**src/core/ref_qualify_map.svh**
```systemverilog
// register offsets, field positions, reset values and timing figures
// assumes: included by bare name from files under core/ and test/
`ifndef REF_QUALIFY_MAP_SVH
`define REF_QUALIFY_MAP_SVH

// ----------------------------------------
// clock and timing
// ----------------------------------------
`define MCLK_MHZ      25
`define MCLK_NS       40
`define DSQ_T0_US     2500000
`define DSQ_T1_US     1250
`define DSQ_T2_US     25000
`define DSQ_T3_US     50000
`define PW0_NS        40
`define PW1_NS        80
`define PW2_NS        160
`define PW3_NS        320

// ----------------------------------------
// register word offsets
// ----------------------------------------
`define REG_CTRL      4'h0
`define REG_SEL       4'h1
`define REG_TIMER     4'h2
`define REG_MASK      4'h3
`define REG_GPIO      4'h4
`define REG_FPER      4'h5
`define REG_CHALF     4'h6
`define REG_STATUS    4'h7
`define REG_ACNT      4'h8

// ----------------------------------------
// field positions
// ----------------------------------------
`define CTRL_EN       0
`define CTRL_SYNC     1
`define CTRL_FALL     2
`define CTRL_PW       4
`define SEL_FRAME     0
`define SEL_CLK       4
`define SEL_ACT       8
`define TIMER_DSQ     0
`define TIMER_QUAL    2
`define MASK_ACT      0
`define MASK_LOS      8
`define MASK_FREQ     16
`define GPIO_EN       7
`define STAT_QUAL     8
`define STAT_GDSQ     16
`define STAT_OSC      24

// ----------------------------------------
// reset values
// ----------------------------------------
`define FPER_RST      24'h0061a8
`define CHALF_RST     16'h0001

`endif

```
**src/core/ref_qualify_pkg.sv**
```systemverilog
// types shared by the reference qualification block
// assumes: compiled before every module under core/
package ref_qualify_pkg;
   typedef enum logic [1:0] {QS_QUALIFIED, QS_DSQ_WAIT, QS_DISQUALIFIED, QS_QUAL_WAIT} qual_state_t;
   typedef enum logic {AL_IDLE, AL_ARMED} align_state_t;
   typedef logic [31:0] word_t;
endpackage

```
**src/core/ref_qual_timer.sv**
```systemverilog
// per-reference disqualification and qualification timer
// assumes: alarm is already masked and on the mclk domain
`timescale 1ns/100ps
`default_nettype none
module ref_qual_timer (
   input  wire logic                  mclk,
   input  wire logic                  reset_n,
   input  wire logic                  alarm,
   input  wire ref_qualify_pkg::word_t dsqCycles,
   input  wire logic [1:0]            qualSel,
   output logic                       qualified
);
   import ref_qualify_pkg::*;

   typedef struct packed {
      qual_state_t st;
      word_t       cnt;
      logic        qualified;
   } state_t;

   state_t s;
   state_t next_s;
   word_t  qualLimit;

   // ----------------------------------------
   // qualification period in disqualify periods
   // ----------------------------------------
   always_comb begin
      case (qualSel)
         2'h0:    qualLimit = dsqCycles << 2;
         2'h1:    qualLimit = dsqCycles << 1;
         2'h2:    qualLimit = dsqCycles << 3;
         default: qualLimit = dsqCycles << 4;
      endcase
   end

   // ----------------------------------------
   // state update
   // ----------------------------------------
   always_comb begin
      next_s = s;
      case (s.st)
         QS_QUALIFIED: begin
            if (alarm) begin
               next_s.st  = QS_DSQ_WAIT;
               next_s.cnt = 32'h1;
            end
         end
         QS_DSQ_WAIT: begin
            if (!alarm) begin
               next_s.st  = QS_QUALIFIED;
               next_s.cnt = '0;
            end else if (s.cnt + 32'h1 >= dsqCycles) begin
               next_s.st        = QS_DISQUALIFIED;
               next_s.qualified = 1'b0;
               next_s.cnt       = '0;
            end else begin
               next_s.cnt = s.cnt + 32'h1;
            end
         end
         QS_DISQUALIFIED: begin
            if (!alarm) begin
               next_s.st  = QS_QUAL_WAIT;
               next_s.cnt = 32'h1;
            end
         end
         QS_QUAL_WAIT: begin
            if (alarm) begin
               next_s.st  = QS_DISQUALIFIED;
               next_s.cnt = '0;
            end else if (s.cnt + 32'h1 >= qualLimit) begin
               next_s.st        = QS_QUALIFIED;
               next_s.qualified = 1'b1;
               next_s.cnt       = '0;
            end else begin
               next_s.cnt = s.cnt + 32'h1;
            end
         end
         default: next_s.st = QS_DISQUALIFIED;
      endcase
   end

   always_ff @(posedge mclk) begin
      if (!reset_n) begin
         s.st        <= QS_QUAL_WAIT;
         s.cnt       <= '0;
         s.qualified <= 1'b0;
      end else begin
         s <= next_s;
      end
   end

   assign qualified = s.qualified;
endmodule
`default_nettype wire

```
**src/core/ref_qualify_frame_sync_align.sv**
```systemverilog
// reference validity, gpio disqualify, switchover and frame or sync alignment
// assumes: monitor alarms arrive on mclk; reference and gpio pins are asynchronous
`timescale 1ns/100ps
`default_nettype none
`include "ref_qualify_map.svh"

module ref_qualify_frame_sync_align #(
   parameter int NUM_REFS  = 8,
   parameter int NUM_GPIO  = 4,
   parameter int DSQ_CYC0  = `DSQ_T0_US * `MCLK_MHZ,
   parameter int DSQ_CYC1  = `DSQ_T1_US * `MCLK_MHZ,
   parameter int DSQ_CYC2  = `DSQ_T2_US * `MCLK_MHZ,
   parameter int DSQ_CYC3  = `DSQ_T3_US * `MCLK_MHZ
) (
   input  wire logic                   mclk,
   input  wire logic                   reset_n,
   input  wire logic [3:0]             address,
   input  wire ref_qualify_pkg::word_t writeData,
   input  wire logic                   writeStrobe,
   input  wire logic                   readStrobe,
   output ref_qualify_pkg::word_t      readData,
   input  wire logic [NUM_REFS-1:0]    actAlarm,
   input  wire logic [NUM_REFS-1:0]    losAlarm,
   input  wire logic [NUM_REFS-1:0]    freqAlarm,
   input  wire logic [NUM_GPIO-1:0]    gpioPin,
   input  wire logic [NUM_REFS-1:0]    refPin,
   output logic [NUM_REFS-1:0]         refValid,
   output logic                        switchReq,
   output logic [2:0]                  switchTarget,
   output logic                        oscRefSuspect,
   output logic                        alignPulse,
   output logic                        frameOut,
   output logic                        clkOut
);
   import ref_qualify_pkg::*;

   localparam int PW0 = (`PW0_NS + `MCLK_NS - 1) / `MCLK_NS;
   localparam int PW1 = (`PW1_NS + `MCLK_NS - 1) / `MCLK_NS;
   localparam int PW2 = (`PW2_NS + `MCLK_NS - 1) / `MCLK_NS;
   localparam int PW3 = (`PW3_NS + `MCLK_NS - 1) / `MCLK_NS;

   typedef struct packed {
      logic [NUM_GPIO-1:0] gpioS1;
      logic [NUM_GPIO-1:0] gpioS2;
      logic [NUM_REFS-1:0] pinS1;
      logic [NUM_REFS-1:0] pinS2;
      logic [NUM_REFS-1:0] pinPrev;
      word_t               ctrl;
      word_t               sel;
      word_t               timer;
      word_t               mask;
      word_t               gpioCfg;
      logic [23:0]         framePer;
      logic [15:0]         clkHalf;
      logic [NUM_REFS-1:0] gpioDsq;
      logic [NUM_REFS-1:0] valid;
      logic                switchReq;
      logic [2:0]          switchTarget;
      logic                oscSuspect;
      align_state_t        alState;
      logic                alignPulse;
      logic [23:0]         frameCnt;
      logic [7:0]          pwCnt;
      logic                frameOut;
      logic [15:0]         clkCnt;
      logic                clkOut;
      logic [15:0]         alignCnt;
      word_t               readData;
   } state_t;

   state_t              s;
   state_t              next_s;
   logic [NUM_REFS-1:0] qualified;
   logic [NUM_REFS-1:0] timedAlarm;
   logic [NUM_REFS-1:0] gpioDsqNow;
   word_t               dsqCycles;

   // ----------------------------------------
   // disqualify time select, gpio to reference disqualify map and per-reference timers
   // ----------------------------------------
   always_comb begin
      case (s.timer[`TIMER_DSQ +: 2])
         2'h0:    dsqCycles = word_t'(DSQ_CYC0);
         2'h1:    dsqCycles = word_t'(DSQ_CYC1);
         2'h2:    dsqCycles = word_t'(DSQ_CYC2);
         default: dsqCycles = word_t'(DSQ_CYC3);
      endcase
   end

   genvar r;
   generate
      for (r = 0; r < NUM_REFS; r++) begin : g_ref
         logic [NUM_GPIO-1:0] hit;
         for (genvar g = 0; g < NUM_GPIO; g++) begin : g_gpio
            assign hit[g] = s.gpioCfg[8*g + `GPIO_EN] && s.gpioS2[g]
                         && s.gpioCfg[8*g +: 3] == 3'(r);
         end
         assign gpioDsqNow[r] = |hit;
         assign timedAlarm[r] = (actAlarm[r] && !s.mask[`MASK_ACT + r])
                             || (losAlarm[r] && !s.mask[`MASK_LOS + r]);
         ref_qual_timer u_timer (
            .mclk      (mclk),
            .reset_n   (reset_n),
            .alarm     (timedAlarm[r]),
            .dsqCycles (dsqCycles),
            .qualSel   (s.timer[`TIMER_QUAL +: 2]),
            .qualified (qualified[r])
         );
      end
   endgenerate

   // ----------------------------------------
   // state update
   // ----------------------------------------
   always_comb begin
      logic [2:0]  act;
      logic [2:0]  frIdx;
      logic [2:0]  ckIdx;
      logic        frEdge;
      logic        ckRise;
      logic        found;
      logic [7:0]  pw;
      logic        doAlign;
      act     = '0;
      frIdx   = '0;
      ckIdx   = '0;
      frEdge  = 1'b0;
      ckRise  = 1'b0;
      found   = 1'b0;
      pw      = '0;
      doAlign = 1'b0;
      next_s  = s;
      next_s.gpioS1  = gpioPin;
      next_s.gpioS2  = s.gpioS1;
      next_s.pinS1   = refPin;
      next_s.pinS2   = s.pinS1;
      next_s.pinPrev = s.pinS2;
      next_s.gpioDsq = gpioDsqNow;
      next_s.valid   = qualified & ~(freqAlarm & ~s.mask[`MASK_FREQ +: NUM_REFS])
                     & ~gpioDsqNow;
      next_s.oscSuspect = &(actAlarm | losAlarm | freqAlarm);
      // switchover when the active reference loses validity
      act = s.sel[`SEL_ACT +: 3];
      next_s.switchReq = 1'b0;
      if (s.valid[act] && !next_s.valid[act]) begin
         for (int i = NUM_REFS - 1; i >= 0; i--) begin
            if (next_s.valid[i] && 3'(i) != act) begin
               found = 1'b1;
               next_s.switchTarget = 3'(i);
            end
         end
         if (found) begin
            next_s.switchReq = 1'b1;
            next_s.sel[`SEL_ACT +: 3] = next_s.switchTarget;
         end
      end
      // frame or sync edge detection on synchronised pins
      frIdx  = s.sel[`SEL_FRAME +: 3];
      ckIdx  = s.sel[`SEL_CLK +: 3];
      frEdge = s.ctrl[`CTRL_FALL] ? (s.pinPrev[frIdx] && !s.pinS2[frIdx])
                                  : (!s.pinPrev[frIdx] && s.pinS2[frIdx]);
      ckRise = !s.pinPrev[ckIdx] && s.pinS2[ckIdx];
      case (s.alState)
         AL_IDLE: begin
            if (s.ctrl[`CTRL_EN] && frEdge) begin
               if (s.ctrl[`CTRL_SYNC]) begin
                  doAlign = 1'b1;
               end else begin
                  next_s.alState = AL_ARMED;
               end
            end
         end
         AL_ARMED: begin
            if (!s.ctrl[`CTRL_EN] || s.ctrl[`CTRL_SYNC]) begin
               next_s.alState = AL_IDLE;
            end else if (ckRise) begin
               doAlign        = 1'b1;
               next_s.alState = AL_IDLE;
            end
         end
         default: next_s.alState = AL_IDLE;
      endcase
      case (s.ctrl[`CTRL_PW +: 2])
         2'h0:    pw = 8'(PW0);
         2'h1:    pw = 8'(PW1);
         2'h2:    pw = 8'(PW2);
         default: pw = 8'(PW3);
      endcase
      // frame output and clock output, restarted on alignment
      next_s.alignPulse = doAlign;
      if (doAlign) begin
         next_s.frameCnt = '0;
         next_s.pwCnt    = pw - 8'h1;
         next_s.frameOut = 1'b1;
         next_s.clkCnt   = '0;
         next_s.clkOut   = 1'b1;
         next_s.alignCnt = s.alignCnt + 16'h1;
      end else begin
         if (s.frameCnt + 24'h1 >= s.framePer) begin
            next_s.frameCnt = '0;
            next_s.pwCnt    = pw - 8'h1;
            next_s.frameOut = 1'b1;
         end else begin
            next_s.frameCnt = s.frameCnt + 24'h1;
            if (s.pwCnt != 8'h0) begin
               next_s.pwCnt = s.pwCnt - 8'h1;
            end else begin
               next_s.frameOut = 1'b0;
            end
         end
         if (s.clkCnt + 16'h1 >= s.clkHalf) begin
            next_s.clkCnt = '0;
            next_s.clkOut = !s.clkOut;
         end else begin
            next_s.clkCnt = s.clkCnt + 16'h1;
         end
      end
      // register port
      next_s.readData = '0;
      if (writeStrobe) begin
         case (address)
            `REG_CTRL:  next_s.ctrl     = writeData;
            `REG_SEL:   next_s.sel      = writeData;
            `REG_TIMER: next_s.timer    = writeData;
            `REG_MASK:  next_s.mask     = writeData;
            `REG_GPIO:  next_s.gpioCfg  = writeData;
            `REG_FPER:  next_s.framePer = writeData[23:0];
            `REG_CHALF: next_s.clkHalf  = writeData[15:0];
            default:    next_s.readData = '0;
         endcase
      end
      if (readStrobe) begin
         case (address)
            `REG_CTRL:   next_s.readData = s.ctrl;
            `REG_SEL:    next_s.readData = s.sel;
            `REG_TIMER:  next_s.readData = s.timer;
            `REG_MASK:   next_s.readData = s.mask;
            `REG_GPIO:   next_s.readData = s.gpioCfg;
            `REG_FPER:   next_s.readData = {8'h0, s.framePer};
            `REG_CHALF:  next_s.readData = {16'h0, s.clkHalf};
            `REG_STATUS: next_s.readData = {7'h0, s.oscSuspect, 8'(s.gpioDsq),
                                            8'(qualified), 8'(s.valid)};
            `REG_ACNT:   next_s.readData = {16'h0, s.alignCnt};
            default:     next_s.readData = '0;
         endcase
      end
   end

   always_ff @(posedge mclk) begin
      if (!reset_n) begin
         s          <= '0;
         s.framePer <= `FPER_RST;
         s.clkHalf  <= `CHALF_RST;
         s.alState  <= AL_IDLE;
      end else begin
         s <= next_s;
      end
   end

   assign readData      = s.readData;
   assign refValid      = s.valid;
   assign switchReq     = s.switchReq;
   assign switchTarget  = s.switchTarget;
   assign oscRefSuspect = s.oscSuspect;
   assign alignPulse    = s.alignPulse;
   assign frameOut      = s.frameOut;
   assign clkOut        = s.clkOut;
endmodule
`default_nettype wire

```
**config.mk**
```make
export PLATFORM = sky130hd
export DESIGN_NAME = ref_qualify_frame_sync_align
export DESIGN_NICKNAME = d
export VERILOG_FILES = /design/src/core/ref_qualify_pkg.sv /design/src/core/ref_qual_timer.sv /design/src/core/ref_qualify_frame_sync_align.sv
export VERILOG_INCLUDE_DIRS = /design/src /design/src/core
export SDC_FILE = /design/constraint.sdc
export NUM_CORES = 2
export LEC_CHECK = 0
export BUFFER_PORTS_ARGS = -buffer_cell sky130_fd_sc_hd__buf_4
export CAP_MARGIN = 25
export CORE_MARGIN = 5
export CORE_UTILIZATION = 45
export CTS_BUF_LIST = sky130_fd_sc_hd__clkbuf_4
export CTS_CLUSTER_SIZE = 25
export DETAILED_ROUTE_END_ITERATION = 10
export HOLD_SLACK_MARGIN = 0.12
export MAX_ROUTING_LAYER = met4
export PLACE_DENSITY = 0.72
export SETUP_SLACK_MARGIN = 0.1
export SYNTH_ARGS = -nofsm -noshare
export SYNTH_HDL_FRONTEND = slang
export SYNTH_SLANG_ARGS = --single-unit
```
**constraint.sdc**
```tcl
create_clock -name mclk -period 10.2 [get_ports mclk]
set_input_delay 0.51 -clock mclk [delete_from_list [all_inputs] [get_ports mclk]]
set_output_delay 0.51 -clock mclk [all_outputs]
set_load 0.05 [all_outputs]
```
==> flow_metrics.env <==
export IMPL_run_status="finished clean"
export IMPL_rr_worst_depth=16
export IMPL_post_route_min_period_ps=6020
export IMPL_synth_edff_count=0
export IMPL_hold_viol_final=0
export IMPL_rsz0062_at_grt="false"
export IMPL_ys_seq_elements=633
export IMPL_synth_area_um2=40800
export IMPL_avgRoutedWirePerCell_um=20.4
export IMPL_power_density_nw_per_um2=119
export IMPL_first_global_vias=36700
export IMPL_worstHoldStart="losAlarm[7]"
export IMPL_yosysTopAreaCell="dfxtp_1"
export IMPL_min_path_cells=5
export IMPL_start_util_pct=45.3
export IMPL_worst_pin_slew_ps=1110
export IMPL_htree_levels=4
export IMPL_r2r_setup_slack_ps=4180
export IMPL_nets=5682
export IMPL_fin_worst_skew_ps=88.3
export IMPL_fmax_mhz=166
export IMPL_cts_buffer_depth=3
export IMPL_num_vias=39100
export IMPL_r2r_start="s[225]"
export IMPL_synth_most_common_cell="nand2_1"
export IMPL_ys_types=103
export IMPL_areaGrowthSynthToFinish_pct=12.3
export IMPL_critical_path_class="register to register"
export IMPL_synth_area_leaders="dfxtp_1 (31%), ha_1 (14%), nand2_1 (6.3%)"
export IMPL_cts_buffers_inserted=172
export IMPL_worstSetupEndpointType="register"
export IMPL_detail_route_antenna_nets=0
export IMPL_start_kind="register"
export IMPL_grt_overflow_total=0
export IMPL_yosysSeqAreaShare_pct=31.1
export IMPL_power_uw=5460
export IMPL_fin_cells=6457
export IMPL_leakage_uw=0.0192
export IMPL_core_area_um2=90000
export IMPL_finalSetupTns_ps=0
export IMPL_rows=110
export IMPL_ir_worst_vdd_mv=0.108
export IMPL_finalWeightedCongestion=0.962
export IMPL_cts_tree="yes"
export IMPL_grt_max_degree=78
export IMPL_timing_rr_end="g_ref[7].u_timer.s[12]"
export IMPL_routed_via_density=6.05
export IMPL_dp_cells=6056
export IMPL_antenna_found_initial=5
export IMPL_synth_ff_type="dfxtp_1"
export IMPL_cts_sinks=633
export IMPL_slew_viol_final=0
export IMPL_hp_class="primary input to register"
export IMPL_yosysWarnings=0
export IMPL_port_buffers=123
export IMPL_grt_pass1_wl_mm=204
export IMPL_grtUsageTotal_pct=26.7
export IMPL_post_cts_buffers=0
export IMPL_ios=124
export IMPL_syn_area_per_cell_um2=8.25
export IMPL_root_buffer="clkbuf_4"
export IMPL_finalCritPeriodShare_pct=59.0
export IMPL_dieArea_um2=96800
export IMPL_path_clk_slew_ps=60
export IMPL_synthCells=4949
export IMPL_cp_required_ps=11170
export IMPL_relSlewSlack_pct=25.4
export IMPL_max_cap_viol_count=0
export IMPL_synth_top_area_share_pct=31.1
export IMPL_synth_commonest_cells="nand2_1 (689), dfxtp_1 (633), ha_1 (459), a21oi_1 (361), nor2_1 (321)"
export IMPL_drt_iter0_drc=3994
export IMPL_dpl_hpwl_mm=92.4
export IMPL_worst_path_max_fanout=30
export IMPL_fp_dieH_um=311
export IMPL_drt_pass1_iter_count=6
export IMPL_crit_arrival_ps=6990
export IMPL_setup_viol=0
export IMPL_drt_total_wl_mm=132
export IMPL_die_w_um=311
export IMPL_synthesis_nets=5484
export IMPL_clk_latency_ps=1130
export IMPL_route_detailed_drc=0
export IMPL_drive_gt1_share_pct=10.7
export IMPL_synthArstFlopShare_pct=0
[where the power goes]
| part | total (uW) | leakage (uW) | internal (uW) | switching (uW) |
|---|---|---|---|---|
| Clock | 2310 | 0.00129 | 1150 | 1160 |
| Sequential | 2580 | 0.00512 | 2520 | 59.5 |
| Combinational | 570 | 0.0128 | 210 | 360 |
| Total | 5460 | 0.0192 | 3880 | 1570 |
[worst max-delay path, stage by stage, from the launching register on]
cell	delay, ps
dfxtp_1	440
ha_1	180
buf_4	310
clkinv_1	730
nor2_1	430
a21oi_1	70
o21ai_1	780
ha_1	390
a21o_1	160
a21o_1	170
a21oi_1	170
o21ai_0	100
a311oi_1	370
nand4b_1	280
nand2_1	880
nand2_1	170
o31ai_1	220
[worst max path at each step]
stage,start,to,slack (ps)
after detailed placement,s[226],g_ref[2].u_timer.s[20],4360
final,s[225],g_ref[7].u_timer.s[12],4180
after CTS,s[225],g_ref[2].u_timer.s[7],4320
after floorplan,s[225],g_ref[2].u_timer.s[29],5000
after global routing,s[225],g_ref[7].u_timer.s[7],3900
after global placement,s[226],g_ref[2].u_timer.s[14],4470
[cells by family (layout without fill, tap and decap cells)]
group	count (synthesis)	after routing	synth area share, %
and+or+nand+nor	1884	1884	22.8
buffers and inverters	440	766	4.70
muxes	46	46	1.42
other	0	6	0
DFF	633	633	31.1
AOI/OAI and AO/OA	1206	1206	20.0
xor gates and xnor gates	281	281	6.03
adders and majority gates	459	459	14.1
[stage by stage]
stage                     worst slack (ps)  hold slack [ps]  utilization, %  instance area, um^2
final                                 4180              202            50.9                45800
after global routing                  3900              205            50.9                45800
after CTS                             4320              120            50.8                45800
after detailed placement              4360              419            47.4                42700
after global placement                4470              419            47.3                42600
after floorplan                       5000              412               -                40800
[layout by cell type (no fill, tap or decap), types with 24 or more instances in the layout]
cell type,n
nand2_1,686
dfxtp_1,633
ha_1,459
a21oi_1,361
nor2_1,314
clkbuf_4,241
nand3_1,201
buf_4,196
xnor2_1,178
inv_1,165
a22oi_1,137
o21ai_0,113
nand4_1,109
xor2_1,103
a21o_1,101
dlygate4sd3_1,90
a22o_1,85
and2_1,79
and3_1,77
nor3_1,76
nor2b_1,52
and4_1,51
a31oi_1,47
clkinv_1,41
nor4_1,40
nand2b_1,39
o21ai_1,34
mux2i_1,32
or3_1,31
a211oi_1,31
o211ai_1,27
o22ai_1,25
a41oi_1,24
[layout make-up]
cell class / instances / area [um^2]
fillers: 8442 / 44200
multi-input cells: 3876 / 26300
flip-flops and latches: 633 / 12700
repair buffers: 293 / 2490
clock buffers: 241 / 1810
well taps: 1176 / 1470
inverters: 171 / 649
clock inverters: 61 / 370
diodes: 6 / 15.0
[state kept, by name, summed over array words and instances, names as in the netlist, named ones only]
name	cells
readData	32
s	285
g_ref.u_timer.qualified	8
alignPulse	1
clkOut	1
next_s	20
g_ref.u_timer.s	264
oscRefSuspect	1
refValid	8
switchTarget	3
frameOut	1
switchReq	1
[routing by layer]
metal  vias up  global-route usage (%)  routed length (um)
met5         -                       -                   0
met3       390                    6.40               12800
li1      18500                       -                   -
met4         0                    11.6                5520
met2      1762                    40.6               58100
met1     18400                    34.0               55400
[timing repair]
action	in CTS	in global routing
hold endpoints to repair	313	0
hold buffers	90	0
gates resized for setup	0	0
(Power assumes the default switching activity.)
